### src/tcr_regs.svh
`ifndef TCR_REGS_SVH
`define TCR_REGS_SVH
`define TCR_ADDR_UPPER_MSB  8'hA0
`define TCR_ADDR_UPPER_LSB  8'hA1
`define TCR_ADDR_LOWER_MSB  8'hA2
`define TCR_ADDR_LOWER_LSB  8'hA3
`define TCR_ADDR_TEMP_MSB   8'hAA
`define TCR_ADDR_TEMP_LSB   8'hAB
`define TCR_RST_TEMP        16'hE200
`define TCR_RST_UPPER       16'h0780
`define TCR_RST_LOWER       16'h0500
`define TCR_RST_RES         2'h3
`define TCR_LOW_ZERO_BITS   3
`define TCR_CONV10_MS       25
`define TCR_CLK_MHZ         100
`define TCR_CONV10_CYC      (`TCR_CONV10_MS * 1000 * `TCR_CLK_MHZ)
`endif

### src/tcr_pkg.sv
package tcr_pkg;
  typedef enum logic [2:0] {
    TCR_IDLE  = 3'b001,
    TCR_START = 3'b010,
    TCR_CONV  = 3'b100
  } tcr_state_t;
  typedef logic [1:0] tcr_res_t;
endpackage

### src/tcr_temp_conversion_readout.sv
`timescale 1ns/1ps
`include "tcr_regs.svh"
// Notes on behaviour
// - resolution 10..13 bits from two select bits
// - resolution defaults to 13 bits
// - each extra bit doubles conversion time
// - auto-run bit picks convert or standby
// - single-measure bit picks continuous or one-shot
// - continuous converts until halt, then standby
// - begin accepted anytime while stopped, resumes
// - one-shot: one conversion, power-up or begin
// - after one-shot, standby until next begin
// - 16-bit result, msb AAh, lsb ABh
// - bit 15 sign, bit 3 weighs 1/16
// - low three result bits read zero
// - result left-justified per resolution
// - thresholds two bytes, low bits dropped
// - threshold reset values 0780h and 0500h
// - result powers up holding E200h
module tcr_temp_conversion_readout #(
  parameter logic [31:0] CONV10_CYCLES = `TCR_CONV10_CYC
) (
  input  wire logic        ref_clk,
  input  wire logic        reset_n,
  input  wire logic        clk_en,
  input  wire logic        power_up_auto_run,
  input  wire logic        single_measure_select,
  input  wire logic        resolution_sel_lo,
  input  wire logic        resolution_sel_hi,
  input  wire logic        res_sel_wr,
  input  wire logic        begin_cmd,
  input  wire logic        halt_cmd,
  input  wire logic [15:0] sample_in,
  input  wire logic        reg_wr,
  input  wire logic [7:0]  reg_addr,
  input  wire logic [7:0]  reg_wdata,
  output logic      [7:0]  reg_rdata,
  output logic             converting,
  output logic             result_done
);
  ////////////////////////////////////////////////////////////
  logic [1:0]  res_q;
  logic [15:0] temp_q;
  logic [15:0] upper_q;
  logic [15:0] lower_q;
  logic [31:0] cnt_q;
  logic        boot_q;
  logic        run_q;
  logic [7:0]  rdata_d;
  logic [31:0] conv_len;
  logic [15:0] res_mask;
  logic        conv_end;
  tcr_pkg::tcr_state_t state_q;

  ////////////////////////////////////////////////////////////
  // resolution select
  always_ff @(posedge ref_clk) begin
    if (!reset_n) begin
      res_q <= `TCR_RST_RES;
    end else if (clk_en && res_sel_wr) begin
      res_q <= {resolution_sel_hi, resolution_sel_lo};
    end
  end

  // duration and mask per resolution
  always_comb begin
    conv_len = CONV10_CYCLES << res_q;
    res_mask = 16'hFFC0;
    case (res_q)
      2'h0: res_mask = 16'hFFC0;
      2'h1: res_mask = 16'hFFE0;
      2'h2: res_mask = 16'hFFF0;
      default: res_mask = 16'hFFF8;
    endcase
  end

  assign conv_end = (state_q == tcr_pkg::TCR_CONV) && (cnt_q >= conv_len - 32'h1);

  ////////////////////////////////////////////////////////////
  // sequencer
  always_ff @(posedge ref_clk) begin
    if (!reset_n) begin
      state_q <= tcr_pkg::TCR_IDLE;
      boot_q  <= 1'b1;
      run_q   <= 1'b0;
      cnt_q   <= 32'h0;
    end else if (clk_en) begin
      boot_q <= 1'b0;
      case (state_q)
        tcr_pkg::TCR_IDLE: begin
          cnt_q <= 32'h0;
          if ((boot_q && power_up_auto_run) || begin_cmd) begin
            state_q <= tcr_pkg::TCR_START;
            run_q   <= !single_measure_select;
          end
        end
        tcr_pkg::TCR_START: begin
          cnt_q   <= 32'h0;
          state_q <= tcr_pkg::TCR_CONV;
        end
        tcr_pkg::TCR_CONV: begin
          cnt_q <= cnt_q + 32'h1;
          if (halt_cmd) begin
            run_q <= 1'b0;
          end
          if (conv_end) begin
            cnt_q <= 32'h0;
            if (run_q && !halt_cmd) begin
              state_q <= tcr_pkg::TCR_START;
            end else begin
              state_q <= tcr_pkg::TCR_IDLE;
            end
          end
        end
        default: state_q <= tcr_pkg::TCR_IDLE;
      endcase
    end
  end

  assign converting = (state_q != tcr_pkg::TCR_IDLE);

  always_ff @(posedge ref_clk) begin
    if (!reset_n) begin
      result_done <= 1'b0;
    end else if (clk_en) begin
      result_done <= conv_end;
    end
  end

  ////////////////////////////////////////////////////////////
  // result register
  always_ff @(posedge ref_clk) begin
    if (!reset_n) begin
      temp_q <= `TCR_RST_TEMP;
    end else if (clk_en) begin
      if (conv_end) begin
        temp_q <= sample_in & res_mask;
      end else if (reg_wr && reg_addr == `TCR_ADDR_TEMP_MSB) begin
        temp_q[15:8] <= reg_wdata;
      end else if (reg_wr && reg_addr == `TCR_ADDR_TEMP_LSB) begin
        temp_q[7:0] <= {reg_wdata[7:3], 3'h0};
      end
    end
  end

  ////////////////////////////////////////////////////////////
  // thresholds
  always_ff @(posedge ref_clk) begin
    if (!reset_n) begin
      upper_q <= `TCR_RST_UPPER;
      lower_q <= `TCR_RST_LOWER;
    end else if (clk_en && reg_wr) begin
      if (reg_addr == `TCR_ADDR_UPPER_MSB) begin
        upper_q[15:8] <= reg_wdata;
      end else if (reg_addr == `TCR_ADDR_UPPER_LSB) begin
        upper_q[7:0] <= {reg_wdata[7:3], 3'h0};
      end else if (reg_addr == `TCR_ADDR_LOWER_MSB) begin
        lower_q[15:8] <= reg_wdata;
      end else if (reg_addr == `TCR_ADDR_LOWER_LSB) begin
        lower_q[7:0] <= {reg_wdata[7:3], 3'h0};
      end
    end
  end

  ////////////////////////////////////////////////////////////
  // read port
  always_comb begin
    if (reg_addr == `TCR_ADDR_TEMP_MSB) begin
      rdata_d = temp_q[15:8];
    end else if (reg_addr == `TCR_ADDR_TEMP_LSB) begin
      rdata_d = {temp_q[7:3], 3'h0};
    end else if (reg_addr == `TCR_ADDR_UPPER_MSB) begin
      rdata_d = upper_q[15:8];
    end else if (reg_addr == `TCR_ADDR_UPPER_LSB) begin
      rdata_d = {upper_q[7:3], 3'h0};
    end else if (reg_addr == `TCR_ADDR_LOWER_MSB) begin
      rdata_d = lower_q[15:8];
    end else if (reg_addr == `TCR_ADDR_LOWER_LSB) begin
      rdata_d = {lower_q[7:3], 3'h0};
    end else begin
      rdata_d = 8'h00;
    end
  end

  always_ff @(posedge ref_clk) begin
    if (!reset_n) begin
      reg_rdata <= 8'h00;
    end else if (clk_en) begin
      reg_rdata <= rdata_d;
    end
  end
endmodule

### config.mk
export PLATFORM = sky130hd
export DESIGN_NAME = tcr_temp_conversion_readout
export DESIGN_NICKNAME = d
export VERILOG_FILES = /design/src/tcr_pkg.sv /design/src/tcr_temp_conversion_readout.sv
export VERILOG_INCLUDE_DIRS = /design/src /design/src/src
export SDC_FILE = /design/constraint.sdc
export NUM_CORES = 1
export LEC_CHECK = 0
export BUFFER_PORTS_ARGS = -buffer_cell sky130_fd_sc_hd__buf_2
export CAP_MARGIN = 0
export CORE_MARGIN = 5
export CORE_UTILIZATION = 50
export CTS_BUF_LIST = sky130_fd_sc_hd__clkbuf_4
export DETAILED_ROUTE_END_ITERATION = 10
export GPL_TIMING_DRIVEN = 0
export HOLD_SLACK_MARGIN = 0.1
export PLACE_DENSITY_LB_ADDON = 0.3
export SETUP_SLACK_MARGIN = 0.3
export SLEW_MARGIN = 0
export SYNTH_ARGS = -nofsm -noshare
export SYNTH_HDL_FRONTEND = slang
export SYNTH_SLANG_ARGS = --single-unit
export TNS_END_PERCENT = 30
### constraint.sdc
create_clock -name ref_clk -period 2.86 [get_ports ref_clk]
set_input_delay 0.143 -clock ref_clk [delete_from_list [all_inputs] [get_ports ref_clk]]
set_output_delay 0.143 -clock ref_clk [all_outputs]
set_load 0.01 [all_outputs]
==> impl_metrics.py, run 1 <==
metrics = {
    "status": {
        "status": "finished clean",
    },
    "yosys": {
        "yosys-mux-area-fraction_pct": 7.206,
        "synth_top_area_cell": "dfxtp_1",
        "synth-compound-area-share_pct": 13.19,
        "synth_top_family_by_area": "simple AND/OR/NAND/NOR gates",
        "synthXorXnorAreaFrac_pct": 5.457,
        "synthTopCellsByCount": "dfxtp_1, nor2_1, nand2_1",
        "synth_top_flop_cell": "dfxtp_1",
        "synthArstFlopShare_pct": 0,
        "yosysWarningCount": 0,
        "yosys.cell_count.top_type": "dfxtp_1",
        "synthAdderAreaFrac_pct": 9.138,
        "synth_simple_gate_area_share_pct": 24.73,
        "synth_top_cell_area_share_pct": 36.34,
        "synth-seq-cells": 87,
        "avgSynthCellArea_um2": 8.573,
        "synth-edff-count": 0,
        "syn_area_um2": 4792,
        "ys_top_cells_by_area": "dfxtp_1, ha_1, nor2_1",
        "yosysUniqueCellTypes": 60,
        "netlist_instances": 559,
        "seq_area_frac_synth_pct": 36.34,
    },
    "routing": {
        "drc": 0,
        "wl_um": 13240,
        "ant_nets": 0,
        "vias_per_cell": 5.713,
        "drt-initial-drc-count": 370,
        "firstDrtPassIters": 7,
        "avgRoutedWirePerCell_um": 16.38,
        "vias": 4616,
    },
    "worst_setup_path": {
        "r2r_cells": 13,
        "critPathArrivalTime_ps": 3200,
        "crit_type": "flop to flop",
        "r2r-start": "res_q[1]$_SDFFE_PN1P_",
        "critPathMaxFanout": 6,
        "path_depth": 13,
        "start_kind": "flop",
        "cp_slowest_stage_delay_ps": 490,
        "path_buf_inv": 4,
        "critPathCaptureType": "flop",
        "cpLargestDelayFamily": "compound AO/OA/AOI/OAI gates",
        "slowest_stage": "a311o_2",
        "reg2reg_to": "cnt_q[5]$_SDFFE_PN0P_",
        "r2r_slack_ps": 10,
        "cp_cell_sequence": "inv_6 > ha_4 > inv_4 > ha_4 > and4_4 > a31o_4 > a41oi_4 > a311o_2 > and3_4 > o21ai_4 > buf_6 > buf_6 > nor2_1",
        "crit_required_ps": 3220,
    },
    "final_layout": {
        "layout-drive-gt1-share_pct": 21.35,
        "area_growth_pct": 26.97,
        "fin_util_pct": 65.54,
        "final_area_um2": 6085,
        "diodes": 0,
        "finalNonFillerCells": 808,
        "nets": 752,
    },
    "global_routing": {
        "grt_max_degree": 19,
        "antenna_found_initial": 0,
        "grt_use_total_pct": 22.84,
        "grt_pass1_vias": 4480,
        "gr-total-overflow": 0,
        "grt_pass1_wl_um": 21320,
    },
    "clock_tree": {
        "numCtsBuffers": 9,
        "clock_latency_ps": 470,
        "cts.sinks": 87,
        "cts-root-buf": "clkbuf_4",
        "cts-htree-levels": 3,
        "cts_tree": "done",
        "clockBufferDepth": 2,
        "clkSlewWorstSetupHoldPaths_ps": 170,
    },
    "placement": {
        "pre_cts_slack_ps": -129.1,
        "dp_hpwl_um": 9339,
        "dp_cells": 741,
        "portBuffers": 47,
        "gp_congestion": 0.8556,
        "dpl_cell_area_um2": 5245,
    },
    "floorplanning": {
        "io_pins": 53,
        "std_cell_rows": 35,
        "dieArea_um2": 11640,
        "initial_utilization_pct": 51.62,
        "die_h_um": 107.9,
        "die_w_um": 107.9,
        "core_um2": 9284,
    },
    "pwr": {
        "powerDensity_nw_per_um2": 376.1,
        "power.total_mw": 2.288,
        "peakVddDrop_mv": 0.2391,
        "p_leak_nw": 2.335,
    },
    "sta": {
        "fin_hold_ws_ps": 144.0,
        "max_freq_ghz": 0.3515,
        "grt_setup_unrepaired": "true",
        "timing.final.hold_violations": 0,
        "fin_crit_ps": 2845,
        "tns_ps": 0,
        "skew_ps": 29.30,
        "finalSetupViolCount": 0,
        "drv_slew": 0,
        "finalWorstSetupSlack_ps": 14.85,
        "max_slew.worst_pin.slew_ps": 919.6,
        "fin_crit_sh_pct": 99.48,
        "relSlewSlack_pct": 38.13,
    },
    "worst_hold_path": {
        "hold_path.class": "input pin to flop",
        "hold_end": "temp_q[4]$_SDFFE_PN0P_",
        "holdPathStages": 4,
        "worstHoldStart": "sample_in[4]",
    },
    "job": {
        "drv_cap": 0,
    },
}
[registers in the layout, summed over array words and instances, names as in the netlist]
register / flops
boot_q: 1
cnt_q: 32
lower_q: 13
reg_rdata: 8
res_q: 2
result_done: 1
run_q: 1
state_q: 3
temp_q: 13
upper_q: 13
[cell families (layout without fill, tap and decap cells)]
group | after synthesis | after routing
and+or+nand+nor | 238 | 238
other | 1 | 7
AOI/OAI and AO/OA | 97 | 97
muxes | 28 | 28
xor gates and xnor gates | 29 | 29
buffers and inverters | 44 | 158
adders and majority gates | 35 | 35
DFF | 87 | 87
[area by class of cell]
class                           count  area [um^2]
Clock inverter                      7        70.07
Buffer                             30        173.9
Inverter                           14        60.06
Fill cell                         756         3199
Tap cell                          129        161.4
Timing Repair Buffer               98        728.2
Clock buffer                        9        67.56
Sequential cell                    87         1749
Multi-Input combinational cell    434         3074
[tightest hold or removal path, stage by stage]
cell	delay [ps]
buf_2	100
o2111ai_1	130
nor2_1	110
a221o_1	110
[placed cells by master (no fill, tap or decap), drive strengths merged, types with 3 or more instances in the layout]
cell type     n
dfxtp        87
buf          79
nor2         77
nand2        57
ha           35
dlygate4sd3  31
a21oi        31
o21ai        27
clkbuf       27
nand3        26
mux2i        21
xor2         20
nand4        19
inv          19
a211oi       12
xnor2         9
nor3          9
nor3b         8
conb          7
nor2b         7
and3          6
nand3b        5
mux4          5
and4          5
nand2b        4
a31oi         4
a222oi        3
or4           3
a31o          3
a311oi        3
[report_power, final]
part / switching, mW / internal [mW] / total [mW] / leakage (nW)
clock: 0.503 / 0.204 / 0.707 / 0.0726
combinational: 0.181 / 0.159 / 0.341 / 1.56
sequential: 0.0143 / 1.23 / 1.24 / 0.703
[per-layer routing]
metal / wire length [um] / vias up / track usage [%]
met5: 0 / - / 0
met4: 351 / 0 / 8.296
met3: 728 / 34 / 2.699
met2: 6219 / 158 / 38.32
met1: 5936 / 2197 / 30.23
li1: - / 2227 / -
[worst max-delay path by stage]
stage	endpoint	slack, ps	from
after global routing	cnt_q[15]$_SDFFE_PN0P_	-40	res_q[1]$_SDFFE_PN1P_
after floorplan	temp_q[4]$_SDFFE_PN0P_	300	res_q[1]$_SDFFE_PN1P_
after detailed placement	temp_q[15]$_SDFFE_PN1P_	-130	res_q[1]$_SDFFE_PN1P_
final	cnt_q[5]$_SDFFE_PN0P_	10	res_q[1]$_SDFFE_PN1P_
after global placement	temp_q[13]$_SDFFE_PN1P_	-60	res_q[1]$_SDFFE_PN1P_
after CTS	temp_q[12]$_SDFFE_PN0P_	120	res_q[1]$_SDFFE_PN1P_
[repair_timing]
action / CTS / global route
pin swaps: 16 / 21
hold buffers: 31 / 0
hold endpoints to repair: 43 / 0
buffers inserted: 12 / 4
gates resized for setup: 40 / 22
gates cloned: 4 / 0
setup endpoints to repair: 49 / 52
No activity file was read; power rests on OpenSTA's default activity.
==> inputs of run 2 (changes only) <==
--- a/config.mk
+++ b/config.mk
@@ -15,7 +15,7 @@
 export GPL_TIMING_DRIVEN = 0
 export HOLD_SLACK_MARGIN = 0.1
 export PLACE_DENSITY_LB_ADDON = 0.3
-export SETUP_SLACK_MARGIN = 0.3
+export SETUP_SLACK_MARGIN = 0.4
 export SLEW_MARGIN = 0
 export SYNTH_ARGS = -nofsm -noshare
 export SYNTH_HDL_FRONTEND = slang
==> run 2 against run 1 <==
Compared with the run above: global-route usage about the same; design area shrank 0.88%; via count is 2.6% lower; combinational power fell by 8.5%; utilization is 0.58 points lower; sequential cell count is the same; clock power is 17% higher; sequential power about the same; total power rose by 4.0%; register-to-register slack better by 40 ps; critical path type unchanged.
==> impl_metrics.py, run 2 (same netlist as run 1, synthesis figures left out) <==
metrics = {
    "sta": {
        "fin_crit_sh_pct": 97.95,
        "tns_ps": 0,
        "relSlewSlack_pct": 40.63,
        "fin_crit_ps": 2801,
        "skew_ps": 16.22,
        "drv_slew": 0,
        "grt_setup_unrepaired": "true",
        "max_slew.worst_pin.slew_ps": 882.5,
        "max_freq_ghz": 0.3570,
        "finalSetupViolCount": 0,
        "timing.final.hold_violations": 0,
    },
    "worst_setup_path": {
        "critPathCaptureType": "flop",
        "critPathArrivalTime_ps": 3140,
        "crit_type": "flop to flop",
        "start_kind": "flop",
        "critPathMaxFanout": 6,
        "crit_required_ps": 3200,
    },
    "routing": {
        "avgRoutedWirePerCell_um": 16.04,
        "ant_nets": 0,
        "vias": 4496,
        "drc": 0,
        "firstDrtPassIters": 5,
        "wl_um": 12880,
        "vias_per_cell": 5.599,
        "drt-initial-drc-count": 286,
    },
    "clock_tree": {
        "clock_latency_ps": 450,
        "clkSlewWorstSetupHoldPaths_ps": 150,
        "clockBufferDepth": 2,
        "cts_tree": "done",
        "numCtsBuffers": 9,
        "cts-root-buf": "clkbuf_4",
        "cts.sinks": 87,
        "cts-htree-levels": 3,
    },
    "final_layout": {
        "finalNonFillerCells": 803,
        "n_fill_cell": 800,
        "largest_reg_flops": 32,
        "final_cell_mix": "dfxtp_1, nor2_1, nand2_1",
        "multiInputGateArea_um2": 3062,
        "seq_area_um2": 1749,
        "final_common_cell": "dfxtp_1",
        "layout-drive-gt1-share_pct": 20.62,
        "fin_util_pct": 64.96,
        "nets": 747,
        "area_growth_pct": 25.85,
        "diodes": 0,
        "top_register": "cnt_q",
    },
    "pwr": {
        "pwr-share-clk_pct": 34.8,
        "p_leak_nw": 2.301,
        "seqPwrFrac_pct": 52.1,
        "peakVddDrop_mv": 0.2777,
        "intPower_mw": 1.730,
        "powerDensity_nw_per_um2": 394.8,
        "switchingPower_mw": 0.6506,
        "power.total_mw": 2.381,
        "combPwrFrac_pct": 13.1,
        "switching_share_pct": 27.32,
    },
    "placement": {
        "dp_cells": 741,
        "dp_hpwl_um": 9268,
        "portBuffers": 47,
        "gp_congestion": 0.8539,
    },
    "floorplanning": {
        "dieArea_um2": 11640,
        "core_um2": 9284,
        "initial_utilization_pct": 51.62,
        "die_w_um": 107.9,
        "std_cell_rows": 35,
        "die_h_um": 107.9,
        "io_pins": 53,
    },
    "job": {
        "drv_cap": 0,
    },
    "global_routing": {
        "grt_pass1_wl_um": 21300,
        "grt_max_degree": 17,
        "antenna_found_initial": 0,
        "grt_pass1_vias": 4346,
        "gr-total-overflow": 0,
        "grt_use_total_pct": 22.89,
    },
    "worst_hold_path": {
        "hold_path.class": "input pin to flop",
    },
    "status": {
        "status": "finished clean",
    },
}
==> run 2: stage by stage <==
stage	hold WS (ps)	setup slack [ps]	area, um^2
floorplan	267.2	365.8	4870
global placement	373.4	27.47	5266
detailed placement	378.2	-68.70	5266
CTS	160.8	158.3	5936
global route	170.7	-24.77	6031
finish	186.6	58.66	6031
==> run 2: path summary, 6_finish.rpt <==
path,cells after the start,to,slack (ps),from
worst max-delay path,12,temp_q[4]$_SDFFE_PN0P_,60,res_q[1]$_SDFFE_PN1P_
worst min-delay path,4,temp_q[4]$_SDFFE_PN0P_,190,sample_in[4]
worst max register to register,12,temp_q[4]$_SDFFE_PN0P_,60,res_q[1]$_SDFFE_PN1P_
worst min register to register,2,lower_q[14]$_SDFFE_PN0P_,470,lower_q[14]$_SDFFE_PN0P_
==> run 2: metal layers <==
layer,wire length [um],global-route usage [%],vias to the layer above
li1,-,-,2218
met1,5628,29.87,2123
met2,6211,37.48,136
met3,836,5.399,19
met4,206,7.214,0
met5,0,0,-
==> run 2: layout make-up <==
cell class | instances | area share, %
multi-input cells | 434 | 50.77
well taps | 129 | 2.676
plain buffers | 30 | 2.656
flip-flops and latches | 87 | 29.00
repair buffers | 93 | 10.98
inverters | 14 | 1.079
clock inverters | 7 | 1.722
clock buffers | 9 | 1.120
==> run 2: critical path, cell delays in order, from the launching register on <==
cell and delay [ps]:
dfxtp_4 430, inv_6 60, ha_4 300, inv_4 50, ha_4 260, and4_4 220, a31o_4 140, a41oi_2 50
a311o_1 450, buf_6 160, a31oi_4 170, nor2b_1 70, a221o_1 340
==> run 2: power groups by stage <==
stage                     clock network [mW]  logic [mW]  registers (mW)
after floorplan                            0       0.156            1.26
after global placement                     0       0.238            1.27
after detailed placement                   0       0.245            1.27
after CTS                              0.843       0.298            1.24
after global routing                   0.907       0.342            1.24
final                                  0.829       0.312            1.24
==> run 2: what timing repair did <==
item,CTS,global route
pin swaps,12,4
setup endpoints to repair,49,50
hold buffers,30,0
endpoints found under the hold margin,43,0
buffers inserted,10,4
gates resized for setup,28,16
gates cloned,0,2
